===== src/esq_pkg.sv =====
// Purpose: shared constants and types for the exposure sequencer and frame metadata block
// Assumes: one 250 MHz clock, AXI4-Lite register access, six sensors
package esq_pkg;
  localparam int N_SENS = 6;
  localparam int N_PAIR = 4;
  localparam int N_IMG = 6;
  localparam int VAL_W = 12;
  localparam int HDR_WORDS = 15;

  localparam logic [15:0] OFS_SHUT = 16'h081c;
  localparam logic [15:0] OFS_GAIN = 16'h0820;
  localparam logic [15:0] OFS_INQ = 16'h1e94;
  localparam logic [15:0] OFS_TS = 16'h1ea8;
  localparam logic [15:0] OFS_SUB_SHUT = 16'h0900;
  localparam logic [15:0] OFS_SUB_GAIN = 16'h0920;
  localparam logic [15:0] OFS_PAIR = 16'h0940;
  localparam logic [15:0] OFS_IMG = 16'h0960;
  localparam logic [15:0] OFS_HDR = 16'h0980;

  // control register fields
  localparam int BIT_GLOBAL = 24;
  localparam int BIT_AUTO = 25;
  localparam int BIT_AE = 26;
  localparam int PAIR_GAIN_LSB = 16;
  localparam int HDR_EN_BIT = 0;
  localparam int HDR_IDX_LSB = 4;
  localparam int HDR_ACT_BIT = 8;
  // common image settings slots
  localparam int IMG_BRIGHT = 0;
  localparam int IMG_WB = 1;
  localparam int IMG_GAMMA = 2;
  localparam int IMG_BGAIN = 3;
  localparam int IMG_BMAP = 4;
  localparam int IMG_HRATE = 5;

  localparam logic [31:0] SHUT_RST = 32'h0300_0100;
  localparam logic [31:0] GAIN_RST = 32'h0300_0000;
  localparam logic [31:0] INQ_VALUE = 32'h8000_0007;
  localparam logic [1:0] RESP_OKAY = 2'h0;
  localparam logic [1:0] RESP_SLVERR = 2'h2;

  // timestamp: 125 us per cycle count tick
  localparam int CLK_PERIOD_NS = 4;
  localparam int TICK_NS = 125000;
  localparam int TICK_CYCLES = TICK_NS / CLK_PERIOD_NS;
  localparam int CYC_W = 13;
  localparam int SEC_W = 7;
  localparam int OFS_W = 12;
  localparam int OFS_SHIFT = 3;
  localparam logic [CYC_W-1:0] CYC_MAX = 13'h1f3f;
  localparam logic [SEC_W-1:0] SEC_MAX = 7'h7f;

  typedef struct packed {
    logic auto_en;
    logic [VAL_W-1:0] value;
  } esq_exp_s;

  typedef struct packed {
    logic sof;
    logic eof;
    logic [31:0] data;
  } esq_pix_s;

  typedef enum logic [3:0] {
    G_NONE, G_SHUT, G_GAIN, G_INQ, G_TS, G_SSH, G_SGA, G_PAIR, G_IMG, G_HDR
  } esq_grp_e;

  typedef struct packed {
    logic hit;
    esq_grp_e grp;
    logic [2:0] idx;
  } esq_dec_s;
endpackage


===== src/esq_exposure_seq.sv =====
// Purpose: exposure control, hdr sequencing and frame info block insertion
// Assumes: frame_start and integ_end are one-cycle pulses on ref_clk_in
// Notes: registers over AXI4-Lite; pixel path runs at most one beat per two cycles
//
// Implementation choice: the AXI4-Lite slave port.
`timescale 1ns/1ns
module esq_exposure_seq #(
  parameter int ADDR_W = 16,
  parameter int TICK_CYCLES = esq_pkg::TICK_CYCLES,
  parameter logic [31:0] SERIAL_NUM = 32'h0000_5a17 // arbitrary value
) (
  input wire logic ref_clk_in,
  input wire logic rst_in,
  input wire logic axi_awvalid_in,
  output logic axi_awready_out,
  input wire logic [ADDR_W-1:0] axi_awaddr_in,
  input wire logic axi_wvalid_in,
  output logic axi_wready_out,
  input wire logic [31:0] axi_wdata_in,
  input wire logic [3:0] axi_wstrb_in,
  output logic axi_bvalid_out,
  input wire logic axi_bready_in,
  output logic [1:0] axi_bresp_out,
  input wire logic axi_arvalid_in,
  output logic axi_arready_out,
  input wire logic [ADDR_W-1:0] axi_araddr_in,
  output logic axi_rvalid_out,
  input wire logic axi_rready_in,
  output logic [31:0] axi_rdata_out,
  output logic [1:0] axi_rresp_out,
  input wire logic frame_start_in,
  input wire logic integ_end_in,
  input wire logic pix_valid_in,
  input wire esq_pkg::esq_pix_s pix_in,
  output logic pix_ready_out,
  output logic out_valid_out,
  output esq_pkg::esq_pix_s out_data_out,
  input wire logic out_ready_in,
  output esq_pkg::esq_exp_s sens_shut_out [esq_pkg::N_SENS],
  output esq_pkg::esq_exp_s sens_gain_out [esq_pkg::N_SENS],
  output logic [esq_pkg::N_SENS-1:0] sens_ae_out,
  output logic [31:0] img_bright_out,
  output logic [31:0] img_wb_out,
  output logic [31:0] img_gamma_out
);
  import esq_pkg::*;
  localparam int WCNT_W = $clog2(HDR_WORDS + 1);
  localparam logic [WCNT_W-1:0] WCNT_LAST = WCNT_W'(HDR_WORDS - 1);

  typedef enum logic [1:0] {S_WAIT, S_HDR, S_PEND, S_PASS} esq_st_e;

  function automatic esq_dec_s decode(input logic [15:0] a);
    esq_dec_s d;
    d = '{1'b1, G_NONE, a[4:2]};
    if (a[15:2] == OFS_SHUT[15:2]) d.grp = G_SHUT;
    else if (a[15:2] == OFS_GAIN[15:2]) d.grp = G_GAIN;
    else if (a[15:2] == OFS_INQ[15:2]) d.grp = G_INQ;
    else if (a[15:2] == OFS_TS[15:2]) d.grp = G_TS;
    else if (a[15:5] == OFS_SUB_SHUT[15:5] && a[4:2] < 3'(N_SENS)) d.grp = G_SSH;
    else if (a[15:5] == OFS_SUB_GAIN[15:5] && a[4:2] < 3'(N_SENS)) d.grp = G_SGA;
    else if (a[15:4] == OFS_PAIR[15:4]) d.grp = G_PAIR;
    else if (a[15:5] == OFS_IMG[15:5] && a[4:2] < 3'(N_IMG)) d.grp = G_IMG;
    else if (a[15:2] == OFS_HDR[15:2]) d.grp = G_HDR;
    else d.hit = 1'b0;
    return d;
  endfunction

  function automatic logic [31:0] merge(input logic [31:0] old, input logic [31:0] nw,
                                        input logic [3:0] strb);
    logic [31:0] r;
    r = old;
    for (int b = 0; b < 4; b++) begin
      if (strb[b]) r[8*b +: 8] = nw[8*b +: 8];
    end
    return r;
  endfunction

  // control and configuration registers
  logic [31:0] shut_q;
  logic [31:0] gain_q;
  logic [31:0] sub_shut_q [N_SENS];
  logic [31:0] sub_gain_q [N_SENS];
  logic [31:0] pair_q [N_PAIR];
  logic [31:0] img_q [N_IMG];
  logic hdr_en_q;
  logic hdr_act_q;
  logic [1:0] hdr_idx_q;
  logic [31:0] seq_q;
  logic [31:0] snap_q [HDR_WORDS];
  logic [31:0] ts_w;

  // bus slave state
  logic awready_q;
  logic wready_q;
  logic bvalid_q;
  logic [1:0] bresp_q;
  logic [ADDR_W-1:0] awaddr_q;
  logic [31:0] wdata_q;
  logic [3:0] wstrb_q;
  logic arready_q;
  logic rvalid_q;
  logic [31:0] rdata_q;
  logic [1:0] rresp_q;

  // stream state
  esq_st_e st_q;
  logic [WCNT_W-1:0] wcnt_q;
  esq_pix_s pend_q;
  esq_pix_s out_q;
  logic ovalid_q;
  logic pready_q;

  wire esq_dec_s wdec = decode(16'(awaddr_q));
  wire esq_dec_s rdec = decode(16'(axi_araddr_in));
  wire wr_go = !awready_q && !wready_q && !bvalid_q;
  wire rd_take = axi_arvalid_in && arready_q;
  wire slot_free = !ovalid_q || out_ready_in;
  wire take = pready_q && pix_valid_in;
  wire [31:0] hdr_stat = {23'h0, hdr_act_q, 2'h0, hdr_idx_q, 3'h0, hdr_en_q};
  logic [31:0] rd_data;

  esq_timestamp #(.TICK_CYCLES(TICK_CYCLES)) u_ts (
    .ref_clk_in(ref_clk_in),
    .rst_in(rst_in),
    .ts_out(ts_w)
  );

  for (genvar g = 0; g < N_SENS; g++) begin : g_sens
    esq_sensor_sel u_sel (
      .ref_clk_in(ref_clk_in),
      .rst_in(rst_in),
      .glob_shut_in(shut_q),
      .glob_gain_in(gain_q),
      .sub_shut_in(sub_shut_q[g]),
      .sub_gain_in(sub_gain_q[g]),
      .hdr_on_in(hdr_act_q),
      .hdr_pair_in(pair_q[hdr_idx_q]),
      .shut_out(sens_shut_out[g]),
      .gain_out(sens_gain_out[g]),
      .ae_out(sens_ae_out[g])
    );
  end

  always_comb begin
    case (rdec.grp)
      G_SHUT: rd_data = shut_q;
      G_GAIN: rd_data = gain_q;
      G_INQ: rd_data = INQ_VALUE;
      G_TS: rd_data = ts_w;
      G_SSH: rd_data = sub_shut_q[rdec.idx];
      G_SGA: rd_data = sub_gain_q[rdec.idx];
      G_PAIR: rd_data = pair_q[rdec.idx[1:0]];
      G_IMG: rd_data = img_q[rdec.idx];
      G_HDR: rd_data = hdr_stat;
      default: rd_data = 32'h0;
    endcase
  end

  always_ff @(posedge ref_clk_in or posedge rst_in) begin
    if (rst_in) begin
      awready_q <= 1'b1;
      wready_q <= 1'b1;
      bvalid_q <= 1'b0;
      bresp_q <= RESP_OKAY;
      awaddr_q <= '0;
      wdata_q <= '0;
      wstrb_q <= '0;
    end else begin
      if (axi_awvalid_in && awready_q) begin
        awaddr_q <= axi_awaddr_in;
        awready_q <= 1'b0;
      end
      if (axi_wvalid_in && wready_q) begin
        wdata_q <= axi_wdata_in;
        wstrb_q <= axi_wstrb_in;
        wready_q <= 1'b0;
      end
      if (wr_go) begin
        bvalid_q <= 1'b1;
        bresp_q <= wdec.hit ? RESP_OKAY : RESP_SLVERR;
      end
      // both channels stay closed until the response is taken
      if (bvalid_q && axi_bready_in) begin
        bvalid_q <= 1'b0;
        awready_q <= 1'b1;
        wready_q <= 1'b1;
      end
    end
  end

  always_ff @(posedge ref_clk_in or posedge rst_in) begin
    if (rst_in) begin
      arready_q <= 1'b1;
      rvalid_q <= 1'b0;
      rdata_q <= '0;
      rresp_q <= RESP_OKAY;
    end else if (rd_take) begin
      arready_q <= 1'b0;
      rvalid_q <= 1'b1;
      rdata_q <= rd_data;
      rresp_q <= rdec.hit ? RESP_OKAY : RESP_SLVERR;
    end else if (rvalid_q && axi_rready_in) begin
      rvalid_q <= 1'b0;
      arready_q <= 1'b1;
    end
  end

  always_ff @(posedge ref_clk_in or posedge rst_in) begin
    if (rst_in) begin
      shut_q <= SHUT_RST;
      gain_q <= GAIN_RST;
      hdr_en_q <= 1'b0;
      for (int i = 0; i < N_SENS; i++) begin
        sub_shut_q[i] <= '0;
        sub_gain_q[i] <= '0;
      end
      for (int i = 0; i < N_PAIR; i++) pair_q[i] <= '0;
      for (int i = 0; i < N_IMG; i++) img_q[i] <= '0;
    end else if (wr_go && wdec.hit) begin
      case (wdec.grp)
        G_SHUT: shut_q <= merge(shut_q, wdata_q, wstrb_q);
        G_GAIN: gain_q <= merge(gain_q, wdata_q, wstrb_q);
        G_SSH: sub_shut_q[wdec.idx] <= merge(sub_shut_q[wdec.idx], wdata_q, wstrb_q);
        G_SGA: sub_gain_q[wdec.idx] <= merge(sub_gain_q[wdec.idx], wdata_q, wstrb_q);
        G_PAIR: pair_q[wdec.idx[1:0]] <= merge(pair_q[wdec.idx[1:0]], wdata_q, wstrb_q);
        G_IMG: img_q[wdec.idx] <= merge(img_q[wdec.idx], wdata_q, wstrb_q);
        G_HDR: if (wstrb_q[0]) hdr_en_q <= wdata_q[HDR_EN_BIT];
        default: hdr_en_q <= hdr_en_q;
      endcase
    end
  end

  // hdr steps only on frame boundaries so a frame never mixes two pairs
  always_ff @(posedge ref_clk_in or posedge rst_in) begin
    if (rst_in) begin
      hdr_act_q <= 1'b0;
      hdr_idx_q <= 2'h0;
    end else if (frame_start_in) begin
      if (!hdr_en_q) begin
        hdr_act_q <= 1'b0;
      end else if (!hdr_act_q) begin
        hdr_act_q <= 1'b1;
        hdr_idx_q <= 2'h0;
      end else begin
        hdr_idx_q <= hdr_idx_q + 2'h1;
      end
    end
  end

  // info block contents, captured together at end of integration
  logic [31:0] info_w [HDR_WORDS];
  assign info_w[0] = ts_w;
  assign info_w[1] = seq_q;
  assign info_w[2] = img_q[IMG_HRATE];
  for (genvar g = 0; g < N_SENS; g++) begin : g_info
    assign info_w[3 + g] = {3'h0, sens_gain_out[g], 3'h0, sens_shut_out[g]};
  end
  assign info_w[9] = img_q[IMG_BRIGHT];
  assign info_w[10] = img_q[IMG_WB];
  assign info_w[11] = img_q[IMG_GAMMA];
  assign info_w[12] = img_q[IMG_BGAIN];
  assign info_w[13] = img_q[IMG_BMAP];
  assign info_w[14] = SERIAL_NUM;

  always_ff @(posedge ref_clk_in or posedge rst_in) begin
    if (rst_in) begin
      seq_q <= '0;
      for (int i = 0; i < HDR_WORDS; i++) snap_q[i] <= '0;
    end else if (integ_end_in) begin
      seq_q <= seq_q + 32'h1;
      for (int i = 0; i < HDR_WORDS; i++) snap_q[i] <= info_w[i];
    end
  end

  // pixel data passes through unaltered behind the info block; any hdr merging is left to the host
  always_ff @(posedge ref_clk_in or posedge rst_in) begin
    if (rst_in) begin
      st_q <= S_WAIT;
      wcnt_q <= '0;
      pend_q <= '0;
      out_q <= '0;
      ovalid_q <= 1'b0;
      pready_q <= 1'b0;
    end else begin
      if (ovalid_q && out_ready_in) ovalid_q <= 1'b0;
      case (st_q)
        S_WAIT: begin
          if (!pready_q) pready_q <= 1'b1;
          else if (take && pix_in.sof) begin
            pend_q <= pix_in;
            pready_q <= 1'b0;
            wcnt_q <= '0;
            st_q <= S_HDR;
          end
        end
        S_HDR: if (slot_free) begin
          out_q <= '{(wcnt_q == '0), 1'b0, snap_q[wcnt_q]};
          ovalid_q <= 1'b1;
          wcnt_q <= wcnt_q + 1'b1;
          if (wcnt_q == WCNT_LAST) st_q <= S_PEND;
        end
        S_PEND: if (slot_free) begin
          out_q <= '{1'b0, pend_q.eof, pend_q.data};
          ovalid_q <= 1'b1;
          st_q <= pend_q.eof ? S_WAIT : S_PASS;
        end
        S_PASS: begin
          if (take) begin
            out_q <= '{1'b0, pix_in.eof, pix_in.data};
            ovalid_q <= 1'b1;
            pready_q <= 1'b0;
            if (pix_in.eof) st_q <= S_WAIT;
          end else if (!pready_q && slot_free) begin
            pready_q <= 1'b1;
          end
        end
        default: st_q <= S_WAIT;
      endcase
    end
  end

  assign axi_awready_out = awready_q;
  assign axi_wready_out = wready_q;
  assign axi_bvalid_out = bvalid_q;
  assign axi_bresp_out = bresp_q;
  assign axi_arready_out = arready_q;
  assign axi_rvalid_out = rvalid_q;
  assign axi_rdata_out = rdata_q;
  assign axi_rresp_out = rresp_q;
  assign pix_ready_out = pready_q;
  assign out_valid_out = ovalid_q;
  assign out_data_out = out_q;
  assign img_bright_out = img_q[IMG_BRIGHT];
  assign img_wb_out = img_q[IMG_WB];
  assign img_gamma_out = img_q[IMG_GAMMA];
endmodule


===== src/esq_timestamp.sv =====
// Purpose: free-running cycle and seconds counters for frame timestamps
// Assumes: single clock, divider gives one tick per cycle count
// Notes: sub-tick offset is a coarse view of the divider
`timescale 1ns/1ns
module esq_timestamp #(
  parameter int TICK_CYCLES = esq_pkg::TICK_CYCLES
) (
  input wire logic ref_clk_in,
  input wire logic rst_in,
  output logic [31:0] ts_out
);
  import esq_pkg::*;
  localparam int DIV_W = (TICK_CYCLES > 2) ? $clog2(TICK_CYCLES) : 1;
  localparam logic [DIV_W-1:0] DIV_LAST = DIV_W'(TICK_CYCLES - 1);

  logic [DIV_W-1:0] div_q;
  logic [CYC_W-1:0] cyc_q;
  logic [SEC_W-1:0] sec_q;
  wire tick = (div_q == DIV_LAST);
  wire cyc_wrap = tick && (cyc_q == CYC_MAX);

  always_ff @(posedge ref_clk_in or posedge rst_in) begin
    if (rst_in) begin
      div_q <= '0;
      cyc_q <= '0;
      sec_q <= '0;
    end else begin
      div_q <= tick ? '0 : div_q + 1'b1;
      if (tick) begin
        cyc_q <= cyc_wrap ? '0 : cyc_q + 1'b1;
      end
      if (cyc_wrap) begin
        sec_q <= (sec_q == SEC_MAX) ? '0 : sec_q + 1'b1;
      end
    end
  end

  // low bits are only coarse sub-tick position
  assign ts_out = {sec_q, cyc_q, OFS_W'(div_q >> OFS_SHIFT)};
endmodule


===== src/esq_sensor_sel.sv =====
// Purpose: resolve the exposure actually applied to one sensor
// Assumes: control words already held in registers of the parent
// Notes: hdr pair overrides both global and per-sensor values
`timescale 1ns/1ns
module esq_sensor_sel (
  input wire logic ref_clk_in,
  input wire logic rst_in,
  input wire logic [31:0] glob_shut_in,
  input wire logic [31:0] glob_gain_in,
  input wire logic [31:0] sub_shut_in,
  input wire logic [31:0] sub_gain_in,
  input wire logic hdr_on_in,
  input wire logic [31:0] hdr_pair_in,
  output esq_pkg::esq_exp_s shut_out,
  output esq_pkg::esq_exp_s gain_out,
  output logic ae_out
);
  import esq_pkg::*;
  wire glob_s = glob_shut_in[BIT_GLOBAL];
  wire glob_g = glob_gain_in[BIT_GLOBAL];
  // hdr pairs are fixed manual values
  wire esq_exp_s pair_s = '{1'b0, hdr_pair_in[VAL_W-1:0]};
  wire esq_exp_s pair_g = '{1'b0, hdr_pair_in[PAIR_GAIN_LSB +: VAL_W]};
  wire esq_exp_s com_s = '{glob_shut_in[BIT_AUTO], glob_shut_in[VAL_W-1:0]};
  wire esq_exp_s com_g = '{glob_gain_in[BIT_AUTO], glob_gain_in[VAL_W-1:0]};
  wire esq_exp_s own_s = '{sub_shut_in[BIT_AUTO], sub_shut_in[VAL_W-1:0]};
  wire esq_exp_s own_g = '{sub_gain_in[BIT_AUTO], sub_gain_in[VAL_W-1:0]};
  wire esq_exp_s shut_d = hdr_on_in ? pair_s : (glob_s ? com_s : own_s);
  wire esq_exp_s gain_d = hdr_on_in ? pair_g : (glob_g ? com_g : own_g);
  wire ae_d = (!glob_s || !glob_g) ? sub_shut_in[BIT_AE] : glob_shut_in[BIT_AE];

  always_ff @(posedge ref_clk_in or posedge rst_in) begin
    if (rst_in) begin
      shut_out <= '0;
      gain_out <= '0;
      ae_out <= 1'b0;
    end else begin
      shut_out <= shut_d;
      gain_out <= gain_d;
      ae_out <= ae_d;
    end
  end
endmodule


===== config.mk =====
export PLATFORM = sky130hd
export DESIGN_NAME = esq_exposure_seq
export DESIGN_NICKNAME = d
export VERILOG_FILES = /design/src/esq_pkg.sv /design/src/esq_exposure_seq.sv /design/src/esq_timestamp.sv /design/src/esq_sensor_sel.sv
export SDC_FILE = /design/constraint.sdc
export NUM_CORES = 2
export LEC_CHECK = 0
export BUFFER_PORTS_ARGS = -buffer_cell sky130_fd_sc_hd__buf_2
export CAP_MARGIN = 20
export CORE_ASPECT_RATIO = 1.25
export CORE_MARGIN = 2
export CORE_UTILIZATION = 50
export DETAILED_ROUTE_END_ITERATION = 6
export GPL_ROUTABILITY_DRIVEN = 0
export HOLD_SLACK_MARGIN = 0.03
export PLACE_DENSITY = 0.75
export SYNTH_ARGS = -nofsm -noshare
export SYNTH_HDL_FRONTEND = slang
export SYNTH_SLANG_ARGS = --single-unit

===== constraint.sdc =====
create_clock -name ref_clk_in -period 59.9 [get_ports ref_clk_in]
set_input_delay 11.98 -clock ref_clk_in [delete_from_list [all_inputs] [get_ports ref_clk_in]]
set_output_delay 11.98 -clock ref_clk_in [all_outputs]
set_load 0.01 [all_outputs]

==> flow_results.org <==
** Synth
- Of the synthesized area, sequential elements account for 50.87%.
- The synthesized netlist occupies a cell area of 77650 um^2.
- Async set-or-reset flop fraction in the synthesized netlist :: 100.0%
- After synthesis, the mean cell area works out to around 12 um^2.
- Number of enable flip-flop cells after synthesis :: 0
- Number of library cell types mapped by synthesis :: 77
- For this run, the leading register cell type out of synthesis is sky130_fd_sc_hd__dfrtp_1.
- Count of synthesis-stage warnings from yosys :: 0
- Seq cells post-synth :: 1578
- In the synthesized netlist, the number of instances is ~6300.

** Clock network
- Cell at the root of the clock tree :: sky130_fd_sc_hd__clkbuf_16
- Total CTS buffers :: 159
- Number of setup buffers added after CTS :: 0
- The later pin in the worst-skew pair is clocked with a latency of 0.83 ns.
- The clock passes through at most 3 buffers.
- CTS Sinks :: 1578
- CTS tree :: done
- After clock tree synthesis, the clock-pin slew on the worst setup and hold paths is 0.06 ns.
- Total of hold buffers inserted after clock tree synthesis :: 0
- # H-tree levels :: 4
- Count of instances resized after the clock tree is built :: 0

** Die
- IO Pins :: 448
- Die footprint :: 158500 um^2
- Y dimension of the die :: 444.6 um
- Initial standard-cell utilization of the core :: 50.39%
- Cell Rows :: roughly 160
- From left edge to right edge, the die measures 356.5 um.
- After floorplanning, the core was sized to cover 154100 um^2.

** Global routing
- Largest net degree at the start of global routing :: 186
- The via count of the first global-routing pass came to 56750.
- The number of antenna violations at the first check in global routing was 27.
- GRT overflow :: 0
- Global routing consumed, over all layers together, approximately 33% of the routing resources.
- Global-route wire length before repair :: 387400 um

** Timing
- Setup repair after global routing left no endpoint under its margin.
- After routing, the total negative slack on setup checks comes to 0 ns.
- Final critical delay including setup and external delays :: 17.67 ns
- Final period util :: 29.50%
- Final setup vio count :: 0
- The number of max-slew violations in the final report is 0.
- At the pin with the least slew margin, the transition time is 1.390 ns.
- Headroom to the max-slew limit :: ~6.6%
- The number of endpoints with negative hold slack in the final report was 0.
- FMAX :: 56.59 MHz
- Setup Skew :: around 0.034 ns

** Routing
- For this run, design rule violations remaining after detail routing come to 6.
- First-pass iteration count of the detailed router :: 7
- Routed wire length :: 265900 um
- Count of antenna-violating nets left after detailed routing :: 0
- Detailed routing inserted a total of around 57000 vias.
- In the final routed layout, each cell accounts on average for 30.76 um.
- Avg Vias per Cell :: 6.596
- For this block, the initial DRC count from the detailed router was 7399.

** Critical path
- Max Fanout on Critical Path :: around 190
- Worst flop-to-flop path startpoint :: awaddr_q[2]
- The setup path with the least slack is of type input port to asynchronous set/reset pin.
- STA classifies the critical path endpoint as an asynchronous set/reset pin.
- In this run the critical register-to-register path is captured at sub_shut_q[121].
- The setup check on the worst reg-to-reg path leaves a slack of 55.56 ns.
- Length in cells of the worst reg-to-reg path :: 6
- STA puts the critical path data arrival time at ~18 ns.
- The worst setup path is launched from an input port.
- Data on the critical path is required at its endpoint by 60.70 ns.

** Power and ir drop
- Power per cell area :: roughly 35 nW/um^2
- Static Leak :: 40.91 nW
- Worst vdd rail ir drop :: 0.03875 mV

** Placed design
- Total half-perimeter wirelength after legalization and detailed placement :: 179900 um
- Number of port buffers :: around 440

** Cells and area
- Compared with the post-synthesis result, the final layout area differs by 11.80%.
- For this run, the share of the core covered by cells in the final layout is 56.34%.
- Of the cells placed in the final design, the portion with a size suffix greater than 1 is 33.15%.
- Count of nets after finishing :: ~6600

** Min path
- The worst hold path passes through 2 cells.
- The worst hold path terminates at out_data_out[6].
- In this run the worst hold path is classified as register to register.
- The startpoint identified for the worst hold timing path is out_data_out[6].

** Job
- Max-cap violations in this run came to 0.

** Outcome
- The flow ran to the end, but the final reports show violations.
- The checks that failed: DRC.
-- flip-flops by register name, summed over array words and instances, names as in the netlist, 7 cells and up --
| register | count |
|---|---|
| img_wb_out | 32 |
| awaddr_q | 14 |
| u_ts.sec_q | 7 |
| axi_rdata_out | 32 |
| snap_q | 413 |
| pend_q | 33 |
| g_sens.u_sel.gain_out | 78 |
| wdata_q | 32 |
| sub_shut_q | 192 |
| u_ts.div_q | 15 |
| u_ts.cyc_q | 13 |
| img_gamma_out | 32 |
| g_sens.u_sel.shut_out | 78 |
| out_data_out | 34 |
| shut_q | 32 |
| pair_q | 128 |
| seq_q | 32 |
| gain_q | 32 |
| img_q | 96 |
| sub_gain_q | 192 |
| img_bright_out | 32 |
-- stage by stage --
stage | total power, mW | cell area [um^2] | cells | hold slack [ns] | setup WS [ns]
after global routing | 3.081 | 86800 | 8639 | 0.4917 | 41.12
after global placement | 1.907 | 81010 | 8340 | 0.4542 | 41.24
after detailed placement | 1.922 | 81020 | 8341 | 0.4613 | 41.10
after floorplan | 1.642 | 77650 | 6313 | 0.4395 | 3.409
final | 3.000 | 86810 | 8646 | 0.4708 | 42.23
after CTS | 2.979 | 86600 | 8628 | 0.4741 | 41.97
-- worst max-delay path, stage by stage --
cell and delay [ns]:
sky130_fd_sc_hd__buf_2 0.13, sky130_fd_sc_hd__inv_8 0.45, sky130_fd_sc_hd__buf_12 0.76, sky130_fd_sc_hd__buf_4 0.85, sky130_fd_sc_hd__buf_4 0.87, sky130_fd_sc_hd__buf_4 0.73, sky130_fd_sc_hd__buf_4 0.74, sky130_fd_sc_hd__buf_12 0.71
sky130_fd_sc_hd__buf_4 0.89
-- kinds of logic (layout without fill, tap and decap cells) --
logic type	after synthesis	count (layout)	share of synthesized area (%)
other cells	1	11	0.004829
fa+ha+maj	8	8	0.1289
compound gates	1181	1181	9.580
buf+inv	631	918	3.680
simple gates	1193	1193	7.383
mux	1666	1666	27.75
xor+xnor	54	54	0.6091
flops	1578	1578	50.87
-- per-layer routing --
metal / global-route usage (%) / share of wire, % / vias up
met5: 0.3077 / 0.10 / -
met4: 19.13 / 6.7 / 28
met3: 12.73 / 13 / 862
met2: 48.80 / 44 / 3608
met1: 42.05 / 36 / 29210
li1: - / - / 23320
-- report_power, final --
group | switching [mW] | internal [mW] | total (mW)
Clock | 0.437 | 0.630 | 1.07
Combinational | 0.486 | 0.236 | 0.722
Sequential | 0.0921 | 1.12 | 1.21
Total | 1.02 | 1.98 | 3.00
-- worst max-delay path by stage --
stage                start                           to  slack (ns)  cells past startpoint
global placement    rst_in           img_bright_out[25]       41.24                      9
CTS                 rst_in                  snap_q[187]       41.97                      9
finish              rst_in                  snap_q[313]       42.23                      9
detailed placement  rst_in  g_sens[1].u_sel.gain_out[5]       41.10                      9
floorplan           rst_in                 awaddr_q[10]        3.41                      1
global route        rst_in                  snap_q[148]       41.12                      9
-- cell usage after synthesis, drive strengths merged, types with 30 or more instances --
master,count,area share [%]
dfrtp,1570,51
mux2,1011,15
nand2,485,2.3
o21ai,403,2.6
mux2i,367,4.7
clkbuf,316,1.5
mux4,288,8.4
a21oi,260,1.7
buf,238,1.8
nor2,234,1.1
nand2b,192,1.5
o21a,98,0.95
inv,74,0.36
o22ai,55,0.45
o211ai,52,0.50
nand3,45,0.29
a22oi,44,0.43
nor2b,43,0.35
xnor2,42,0.47
and2,37,0.30
o31ai,36,0.35
o221ai,30,0.34
-- cells in the final DEF (no fill, tap or decap), drive strengths merged, types with 81 or more instances in the layout --
cell type and n:
mux2 1011, a21oi 260, buf 553, o21a 98, o21ai 403, nor2 234
mux4 288, nand2b 192, mux2i 367, clkbuf 239, dfrtp 1570, nand2 485
inv 81
-- area by class of cell --
cell class	instances	area (um^2)
Sequential cell	1578	39520
Inverter	77	297.8
Clock buffer	238	4772
Multi-Input combinational cell	4104	35560
Fill cell	12460	67290
Clock inverter	49	809.5
Timing Repair Buffer	554	3283
Antenna cell	9	22.52
Tap cell	2037	2549
Power figures use the tool's default switching activity.
